### config.mk
export PLATFORM = sky130hd
export DESIGN_NAME = ppgen_top
export DESIGN_NICKNAME = d
export VERILOG_FILES = /design/src/ppgen_pkg.sv /design/src/ppgen_top.sv
export VERILOG_INCLUDE_DIRS = /design/src /design/src/src
export SDC_FILE = /design/constraint.sdc
export NUM_CORES = 2
export LEC_CHECK = 0
export BUFFER_PORTS_ARGS = -buffer_cell sky130_fd_sc_hd__buf_2
export CAP_MARGIN = 15
export CORE_UTILIZATION = 50
export CTS_BUF_LIST = sky130_fd_sc_hd__clkbuf_8
export DETAILED_ROUTE_END_ITERATION = 12
export PLACE_DENSITY_LB_ADDON = 0.12
export SETUP_SLACK_MARGIN = 0.02
export SLEW_MARGIN = 20
export SYNTH_ARGS = -nofsm -noshare
export SYNTH_HDL_FRONTEND = slang
export SYNTH_SLANG_ARGS = --single-unit
### constraint.sdc
create_clock -name CLK -period 11.9 [get_ports CLK]
set_input_delay 1.19 -clock CLK [delete_from_list [all_inputs] [get_ports CLK]]
set_output_delay 1.19 -clock CLK [all_outputs]
set_load 0.02 [all_outputs]
### src/ppgen_consts.svh
// constants for the bit-pattern generator: register map, field layout,
// reset values and timing counts; included by the package and the testbench
`ifndef PPGEN_CONSTS_SVH
`define PPGEN_CONSTS_SVH

// ----------------------------------------------------------------------
// register byte addresses
// ----------------------------------------------------------------------
`define PPGEN_ADDR_CTRL 12'h000
`define PPGEN_ADDR_SW 12'h004
`define PPGEN_ADDR_LEN 12'h008
`define PPGEN_ADDR_STAT 12'h00c
`define PPGEN_ADDR_MEM 12'h040
`define PPGEN_MEM_WORDS 16

// ----------------------------------------------------------------------
// control register fields
// ----------------------------------------------------------------------
`define PPGEN_CTRL_ORDER 2:0
`define PPGEN_CTRL_MARK 4:3
`define PPGEN_CTRL_POLPOS 5
`define PPGEN_CTRL_MODE 7:6
`define PPGEN_CTRL_OUTEN 8
`define PPGEN_CTRL_ERR 9
`define PPGEN_CTRL_ABINT 10
// order 15, mark ratio 1/2, positive logic, pseudorandom, error off, output off
`define PPGEN_CTRL_RST 32'h0000_0023

// ----------------------------------------------------------------------
// switch register fields
// ----------------------------------------------------------------------
`define PPGEN_SW_SHIFT3 0
`define PPGEN_SW_ABEXT 1
`define PPGEN_SW_ABLOW 2
`define PPGEN_SW_ABHIGH 3
`define PPGEN_SW_RST 32'h0000_0000
`define PPGEN_LEN_RST 32'h0000_0080

// ----------------------------------------------------------------------
// timing
// ----------------------------------------------------------------------
`define PPGEN_CLK_MHZ 125
`define PPGEN_INIT_RATE_MHZ 12500
`define PPGEN_SYNC_WIDTH 37'h20
`define PPGEN_AB_STEP 7'h7f
`define PPGEN_LCM_LIMIT 32'h0001_0000

`endif

### src/ppgen_pkg.sv
// types shared by the bit-pattern generator core
// assumes ppgen_consts.svh sits on the include path
package ppgen_pkg;

    `include "ppgen_consts.svh"

    typedef enum logic [2:0] {
        PPGEN_O7 = 3'b000,
        PPGEN_O9 = 3'b001,
        PPGEN_O11 = 3'b010,
        PPGEN_O15 = 3'b011,
        PPGEN_O20 = 3'b100,
        PPGEN_O23 = 3'b101,
        PPGEN_O31 = 3'b110
    } ppgen_order_e;

    typedef enum logic [1:0] {
        PPGEN_PRBS = 2'b00,
        PPGEN_DATA = 2'b01,
        PPGEN_ALT = 2'b10,
        PPGEN_ZSUB = 2'b11
    } ppgen_mode_e;

    typedef enum logic [1:0] {
        PPGEN_HALF = 2'b00,
        PPGEN_QUARTER = 2'b01,
        PPGEN_EIGHTH = 2'b10,
        PPGEN_ZERO = 2'b11
    } ppgen_mark_e;

    // one generated bit with its side-band
    typedef struct packed {
        logic data;
        logic sync;
        logic ab;
    } ppgen_word_s;

endpackage : ppgen_pkg

### src/ppgen_top.sv
// pseudorandom and programmable bit-pattern generator with an APB slave
// assumes one 125 MHz clock, APB master synchronous to it, and a receiver
// that takes one bit per cycle when OUT_VALID and OUT_READY are both high
`timescale 1ns/1ps

module ppgen_top
    import ppgen_pkg::*;
(
    // clock and reset
    input wire logic CLK,
    input wire logic RESET_N,
    // apb slave
    input wire logic PSEL,
    input wire logic PENABLE,
    input wire logic PWRITE,
    input wire logic [11:0] PADDR,
    input wire logic [31:0] PWDATA,
    input wire logic [3:0] PSTRB,
    output logic [31:0] PRDATA,
    output logic PREADY,
    output logic PSLVERR,
    // external alternate-pattern select
    input wire logic AB_SELECT,
    // pattern stream
    input wire logic OUT_READY,
    output logic OUT_VALID,
    output logic OUT_DATA,
    output logic OUT_SYNC,
    output logic OUT_AB
);

    // ------------------------------------------------------------------
    // functions
    // ------------------------------------------------------------------
    function automatic logic [4:0] order_bits(input logic [2:0] o);
        case (o)
            PPGEN_O7: order_bits = 5'd7;
            PPGEN_O9: order_bits = 5'd9;
            PPGEN_O11: order_bits = 5'd11;
            PPGEN_O15: order_bits = 5'd15;
            PPGEN_O20: order_bits = 5'd20;
            PPGEN_O23: order_bits = 5'd23;
            default: order_bits = 5'd31;
        endcase
    endfunction : order_bits

    function automatic logic [30:0] seed_mask(input logic [2:0] o);
        seed_mask = 31'((32'h1 << order_bits(o)) - 32'h1);
    endfunction : seed_mask

    function automatic logic feedback(input logic [2:0] o, input logic [30:0] s);
        case (o)
            PPGEN_O7: feedback = s[6] ^ s[5];
            PPGEN_O9: feedback = s[8] ^ s[4];
            PPGEN_O11: feedback = s[10] ^ s[8];
            PPGEN_O15: feedback = s[14] ^ s[13];
            PPGEN_O20: feedback = s[19] ^ s[2];
            PPGEN_O23: feedback = s[22] ^ s[17];
            default: feedback = s[30] ^ s[27];
        endcase
    endfunction : feedback

    function automatic logic [36:0] sync_period(input logic [1:0] m, input logic [2:0] o,
                                                input logic [31:0] len);
        logic [31:0] l;
        logic [2:0] tz;
        l = (len == 32'h0) ? 32'h1 : len;
        tz = 3'd7;
        for (int i = 6; i >= 0; i--)
        begin
            if (l[i])
                tz = 3'(i);
        end
        case (m)
            PPGEN_PRBS: sync_period = ((37'h1 << order_bits(o)) - 37'h1) << 5;
            PPGEN_ZSUB: sync_period = 37'h1 << order_bits(o);
            default:
            begin
                if (l <= `PPGEN_LCM_LIMIT)
                    sync_period = {5'h0, l} << (3'd7 - tz);
                else
                    sync_period = {5'h0, l};
            end
        endcase
    endfunction : sync_period

    function automatic logic [31:0] merge(input logic [31:0] old, input logic [31:0] wd,
                                          input logic [3:0] be);
        for (int b = 0; b < 4; b++)
        begin
            merge[8*b +: 8] = be[b] ? wd[8*b +: 8] : old[8*b +: 8];
        end
    endfunction : merge

    // ------------------------------------------------------------------
    // registers and apb decode
    // ------------------------------------------------------------------
    logic [31:0] ctrl;
    logic [31:0] sw;
    logic [31:0] len_cfg;
    logic [31:0] mem [0:`PPGEN_MEM_WORDS-1];
    logic setup;
    logic wr;
    logic mem_hit;
    logic mapped;
    logic ctrl_wr;
    logic cfg_wr;
    logic [31:0] rd_val;

    assign setup = PSEL & ~PENABLE;
    assign wr = PSEL & PENABLE & PREADY & PWRITE & mapped;
    assign mem_hit = (PADDR[11:6] == 6'(`PPGEN_ADDR_MEM >> 6));
    assign mapped = (PADDR[1:0] == 2'h0) && (mem_hit || PADDR == `PPGEN_ADDR_CTRL ||
        PADDR == `PPGEN_ADDR_SW || PADDR == `PPGEN_ADDR_LEN || PADDR == `PPGEN_ADDR_STAT);
    assign ctrl_wr = wr && PADDR == `PPGEN_ADDR_CTRL;
    assign cfg_wr = ctrl_wr || (wr && PADDR == `PPGEN_ADDR_LEN);

    // one wait-free access: ready rises in the access phase from the setup edge
    always_ff @(posedge CLK or negedge RESET_N)
    begin
        if (!RESET_N)
        begin
            PREADY <= 1'b0;
            PSLVERR <= 1'b0;
            PRDATA <= 32'h0;
        end
        else
        begin
            PREADY <= setup;
            PSLVERR <= setup & ~mapped;
            if (setup && !PWRITE)
                PRDATA <= mapped ? rd_val : 32'h0;
        end
    end

    always_ff @(posedge CLK or negedge RESET_N)
    begin
        if (!RESET_N)
        begin
            ctrl <= `PPGEN_CTRL_RST;
            sw <= `PPGEN_SW_RST;
            len_cfg <= `PPGEN_LEN_RST;
            for (int i = 0; i < `PPGEN_MEM_WORDS; i++)
                mem[i] <= 32'h0;
        end
        else if (wr)
        begin
            if (mem_hit)
                mem[PADDR[5:2]] <= merge(mem[PADDR[5:2]], PWDATA, PSTRB);
            else if (PADDR == `PPGEN_ADDR_CTRL)
                ctrl <= merge(ctrl, PWDATA, PSTRB);
            else if (PADDR == `PPGEN_ADDR_SW)
                sw <= merge(sw, PWDATA, PSTRB);
            else if (PADDR == `PPGEN_ADDR_LEN)
                len_cfg <= merge(len_cfg, PWDATA, PSTRB);
        end
    end

    // ------------------------------------------------------------------
    // generator state
    // ------------------------------------------------------------------
    logic [2:0] order;
    logic [1:0] mode;
    logic [1:0] mark;
    logic [30:0] lfsr;
    logic [30:0] mask;
    logic zdone;
    logic [31:0] pos;
    logic [5:0] hist;
    logic [36:0] sc;
    logic [36:0] per;
    logic cur_b;
    logic [6:0] div;
    logic step;
    logic [2:0] taps;
    logic [1:0] ab_off;
    logic ab_ext_d;
    logic ab_req;
    logic [1:0] cnt;
    logic [1:0] next_cnt;
    logic adv;
    logic prbs_mode;
    logic fb;
    logic z_take;
    logic seq_raw;
    logic marked;
    logic h_a;
    logic h_b;
    logic wrap;
    ppgen_word_s word;
    ppgen_word_s q0;
    ppgen_word_s q1;

    assign order = ctrl[`PPGEN_CTRL_ORDER];
    assign mode = ctrl[`PPGEN_CTRL_MODE];
    assign mark = ctrl[`PPGEN_CTRL_MARK];
    assign mask = seed_mask(order);
    assign prbs_mode = (mode == PPGEN_PRBS) || (mode == PPGEN_ZSUB);
    // generation halts while the output is off or the buffer is full
    assign adv = ctrl[`PPGEN_CTRL_OUTEN] && (cnt != 2'd2);
    assign fb = feedback(order, lfsr);
    // zero substitution: one extra zero after the all-ones state makes 2^N
    assign z_take = (mode == PPGEN_ZSUB) && !zdone && ((lfsr & mask) == mask);
    // a zero length acts as one bit
    assign wrap = (len_cfg == 32'h0) || (pos >= len_cfg - 32'h1);

    always_comb
    begin
        if (prbs_mode)
            seq_raw = z_take ? 1'b0 : fb;
        else
            seq_raw = mem[{(mode == PPGEN_ALT) & cur_b, pos[7:5]}][pos[4:0]];
    end

    assign h_a = sw[`PPGEN_SW_SHIFT3] ? hist[2] : hist[0];
    assign h_b = sw[`PPGEN_SW_SHIFT3] ? hist[5] : hist[1];

    always_comb
    begin
        marked = seq_raw;
        if (prbs_mode)
        begin
            unique case (mark)
                PPGEN_HALF: marked = seq_raw;
                PPGEN_QUARTER: marked = seq_raw & h_a;
                PPGEN_EIGHTH: marked = seq_raw & h_a & h_b;
                PPGEN_ZERO: marked = 1'b0;
            endcase
        end
    end

    assign word.data = (ctrl[`PPGEN_CTRL_POLPOS] ? ~marked : marked) ^
        (ctrl[`PPGEN_CTRL_ERR] && sc == 37'h0);
    assign word.sync = sc < `PPGEN_SYNC_WIDTH;
    assign word.ab = cur_b;

    always_ff @(posedge CLK or negedge RESET_N)
    begin
        if (!RESET_N)
        begin
            lfsr <= 31'h7fff_ffff;
            zdone <= 1'b0;
        end
        else if (cfg_wr)
        begin
            lfsr <= 31'h7fff_ffff;
            zdone <= 1'b0;
        end
        else if (adv && prbs_mode)
        begin
            zdone <= z_take;
            if (!z_take)
                lfsr <= {lfsr[29:0], fb};
        end
    end

    // history of raw bits feeds the mark-ratio ANDs
    always_ff @(posedge CLK or negedge RESET_N)
    begin
        if (!RESET_N)
            hist <= 6'h0;
        else if (cfg_wr)
            hist <= 6'h0;
        else if (adv)
            hist <= {hist[4:0], seq_raw};
    end

    // pattern memory position; lengths past 256 wrap inside the bank
    always_ff @(posedge CLK or negedge RESET_N)
    begin
        if (!RESET_N)
            pos <= 32'h0;
        else if (cfg_wr)
            pos <= 32'h0;
        else if (adv && !prbs_mode)
            pos <= wrap ? 32'h0 : pos + 32'h1;
    end

    always_ff @(posedge CLK or negedge RESET_N)
    begin
        if (!RESET_N)
        begin
            per <= 37'h0;
            sc <= 37'h0;
        end
        else
        begin
            per <= sync_period(mode, order, len_cfg);
            if (cfg_wr)
                sc <= 37'h0;
            else if (adv)
                sc <= (sc >= per - 37'h1) ? 37'h0 : sc + 37'h1;
        end
    end

    // ------------------------------------------------------------------
    // alternate pattern select
    // ------------------------------------------------------------------
    // 128 clock step
    assign step = (div == `PPGEN_AB_STEP);
    assign ab_off = {sw[`PPGEN_SW_ABHIGH], sw[`PPGEN_SW_ABLOW]};

    always_ff @(posedge CLK or negedge RESET_N)
    begin
        if (!RESET_N)
        begin
            div <= 7'h0;
            taps <= 3'h0;
        end
        else
        begin
            div <= div + 7'h1;
            if (step)
                taps <= {taps[1:0], AB_SELECT};
        end
    end

    always_comb
    begin
        unique case (ab_off)
            2'b00: ab_ext_d = AB_SELECT;
            2'b01: ab_ext_d = taps[0];
            2'b10: ab_ext_d = taps[1];
            2'b11: ab_ext_d = taps[2];
        endcase
    end

    assign ab_req = sw[`PPGEN_SW_ABEXT] ? ab_ext_d : ctrl[`PPGEN_CTRL_ABINT];

    // bank changes only on a pattern boundary so A and B stay whole
    always_ff @(posedge CLK or negedge RESET_N)
    begin
        if (!RESET_N)
            cur_b <= 1'b0;
        else if (cfg_wr)
            cur_b <= 1'b0;
        else if (adv && mode == PPGEN_ALT && wrap)
            cur_b <= ab_req;
    end

    // ------------------------------------------------------------------
    // two-entry output buffer
    // ------------------------------------------------------------------
    logic pop;

    assign pop = OUT_VALID & OUT_READY;

    always_comb
    begin
        next_cnt = cnt;
        if (adv && !pop)
            next_cnt = cnt + 2'd1;
        else if (!adv && pop)
            next_cnt = cnt - 2'd1;
    end

    always_ff @(posedge CLK or negedge RESET_N)
    begin
        if (!RESET_N)
        begin
            cnt <= 2'd0;
            q0 <= '0;
            q1 <= '0;
            OUT_VALID <= 1'b0;
        end
        else
        begin
            cnt <= next_cnt;
            OUT_VALID <= next_cnt != 2'd0;
            if (adv && !pop)
            begin
                if (cnt == 2'd0)
                    q0 <= word;
                else
                    q1 <= word;
            end
            else if (!adv && pop)
                q0 <= q1;
            else if (adv && pop)
            begin
                if (cnt == 2'd1)
                    q0 <= word;
                else
                begin
                    q0 <= q1;
                    q1 <= word;
                end
            end
        end
    end

    assign OUT_DATA = q0.data;
    assign OUT_SYNC = q0.sync;
    assign OUT_AB = q0.ab;

    // status: live sequence state and current bank
    assign rd_val = mem_hit ? mem[PADDR[5:2]] :
        (PADDR == `PPGEN_ADDR_CTRL) ? ctrl :
        (PADDR == `PPGEN_ADDR_SW) ? sw :
        (PADDR == `PPGEN_ADDR_LEN) ? len_cfg :
        {cur_b, lfsr};
endmodule : ppgen_top
==> out/results.tsv <==
metric	value	unit
path_class	reg -> reg	
cts_tree	built	
use_met2	48.92	%
min_period_over_period	49.12	%
grtUsageMet1	45.07	%
drive_gt1_share	19.72	%
gp_congestion	0.8991	
fmax	0.1711	GHz
yosysTopAreaCell	dfrtp_1	
r2r_setup_slack	6050	ps
power_density	115.2	nW/um^2
cts_buffers	141	
tns	0	ps
synth_top_area_share	43.19	%
setup_viol	0	
drtIter0Drc	3646	
place_hpwl	90130	um
report.final.hold_viol_count	0	
numPortBuffers	92	
yosys-top-cells-count	dfrtp_1 (771), a21oi_1 (526), nor2_1 (515)	
final_area	48940	um^2
die_w	300.9	um
rr_worst_depth	20	
cts_setup_buffers	0	
endpoint_kind	register	
critPathArrivalTime	6550	ps
synth_most_common_cell	dfrtp_1	
row_count	109	
grt_use_total	31.93	%
rsz0062_at_grt	no	
synth_ff_type	dfrtp_1	
routedWlPerCell	25.91	um
num_vias	34740	
clkTransAtPathRegs	60	ps
ant_nets	0	
synth_cell_types	90	
syn_area_per_cell	10.52	um^2
ctsLongestPathBuffers	3	
cts-root-buf	clkbuf_8	
drv_slew	0	
min_period	5846	ps
htreeDepth	4	
die_area	90540	um^2
p_leak	22.16	nW
cts_hold_buf	0	
cap_violations	0	
place_area	46030	um^2
cp-start-kind	register	
vdd_drop_max	0.0001082	V
die-height	300.9	um
synth-seq-cells	806	
start_util	50.55	%
timing.rr.start	len_cfg[4]$_DFFE_PN0P_	
ys_seq_area_share	45.25	%
antenna_found_initial	5	
final.setup_skew	26.89	ps
synthCells	4248	
hold_class	in -> async	
cts_resized	0	
grt_max_degree	162	
worstPathMaxFanout	24	
grt_pass1_vias	33690	
drt_pass1_iterations	5	
grt_first_pass_wirelength	216000	um
ioPinCount	93	
tightest_slew	1096	ps
fin_cells	5518	
final_nets	4380	
ys_warn_count	0	
async_reset_ff_share	100.0	%
drc	0	
seqCellArea	20220	um^2
multi_input_area	22970	um^2
vias_per_cell	6.296	
outcome	completed	
dp_cells	5264	
num-fill-cells	7808	
synth_edf_count	0	
grt_use_met3	6.392	%
slew-limit-headroom	25.50	%
clk_latency	820	ps
synthTopCellsByArea	dfrtp_1 (43%), mux4_2 (13%), a21oi_1 (5.9%), mux2i_1 (5.0%), nor2_1 (4.3%)	
totalWireLength	143000	um
worstPathRequired	12610	ps
area_delta_synth_final	9.545	%
r2r-end	pos[25]$_DFFE_PN0P_	
grt-ovfl-total	0	
synth_area	44670	um^2
cts_sinks	806	
grt.busiest_layer	met2	
core	88370	um^2
==> cell usage in the layout (no fill, tap or decap), types with 106 or more instances in the layout <==
cell type	count
mux2_2	108
mux4_2	260
nor2_1	511
a21oi_1	526
nand2_1	371
clkbuf_8	181
mux2i_1	217
o21ai_0	224
nand3_1	106
dfrtp_1	768
==> power by group <==
part	switching, mW	internal, mW	total [mW]
logic	0.193	0.0682	0.261
registers	0.00710	2.75	2.76
clock network	1.21	1.41	2.62
total	1.41	4.23	5.64
==> layer usage <==
metal	wire (um)	vias up	share of wire, %
met5	11	-	0.0077
met4	4793	2	3.4
met3	11040	288	7.7
met2	66000	1289	46
met1	61120	17570	43
li1	-	15600	-
==> registers in the layout, indices dropped and copies added (netlist names) <==
register   count
q1             3
ctrl          32
lfsr          31
OUT_SYNC       1
hist           6
sw            32
zdone          1
OUT_AB         1
OUT_VALID      1
sc            37
OUT_DATA       1
PREADY         1
PSLVERR        1
taps           3
div            7
cur_b          1
PRDATA        32
pos           32
mem          512
cnt            2
len_cfg       32
per           37
==> worst max-delay path, stage by stage (launching register included) <==
cell	delay, ps
dfrtp_1	520
nor4_1	590
nand2_1	140
or4_1	480
nor2_1	210
nand3_1	190
or2_2	350
nor2_1	120
xnor2_1	140
ha_1	270
a21o_1	160
a21o_1	160
a21o_1	170
a21o_1	170
a21o_1	160
a21o_1	160
a221o_1	620
nor3_2	440
buf_4	350
a21oi_1	100
o21ai_0	210
==> layout make-up <==
| cell class | instances | share of cell area (%) |
|---|---|---|
| diodes | 2 | 0.01023 |
| clock inverters | 71 | 0.7977 |
| inverters | 43 | 0.3298 |
| well taps | 1165 | 2.979 |
| clock buffers | 181 | 5.091 |
| multi-input cells | 3067 | 46.95 |
| flip-flops and latches | 806 | 41.32 |
| repair buffers | 183 | 2.524 |
==> through the flow <==
stage | hold slack [ps] | power, mW | worst slack (ps) | utilization [%]
2_1_floorplan | 437.5 | 2.927 | 7000 | -
3_3_place_gp | 454.9 | 3.066 | 6342 | 52.08
3_5_place_dp | 457.6 | 3.067 | 6171 | 52.08
4_1_cts | 406.1 | 5.684 | 6148 | 55.34
5_1_grt | 463.8 | 5.825 | 5685 | 55.37
6_report | 402.3 | 5.636 | 6054 | 55.37
==> worst max path at each step <==
stage | startpoint | endpoint | depth (start not counted)
2_1_floorplan | len_cfg[6]$_DFFE_PN0P_ | pos[8]$_DFFE_PN0P_ | 22
3_3_place_gp | len_cfg[4]$_DFFE_PN0P_ | pos[27]$_DFFE_PN0P_ | 20
3_5_place_dp | len_cfg[4]$_DFFE_PN0P_ | pos[25]$_DFFE_PN0P_ | 20
4_1_cts | len_cfg[4]$_DFFE_PN0P_ | pos[25]$_DFFE_PN0P_ | 20
5_1_grt | len_cfg[4]$_DFFE_PN0P_ | pos[25]$_DFFE_PN0P_ | 20
6_report | len_cfg[4]$_DFFE_PN0P_ | pos[25]$_DFFE_PN0P_ | 20
==> cells by family (layout without fill, tap and decap cells) <==
logic type / count (synthesis) / in the layout / share of synthesized area, %
XOR/XNOR: 81 / 81 / 1.588
AO/OA/AOI/OAI: 1023 / 1023 / 13.15
multiplexers: 591 / 591 / 20.84
other: 2 / 5 / 0.01681
flip-flops: 806 / 806 / 45.25
AND/OR/NAND/NOR: 1285 / 1285 / 13.17
buffers and inverters: 376 / 478 / 3.636
adder cells (fa/ha/maj): 84 / 84 / 2.347
Note: power is estimated with default switching activity, not from simulation.
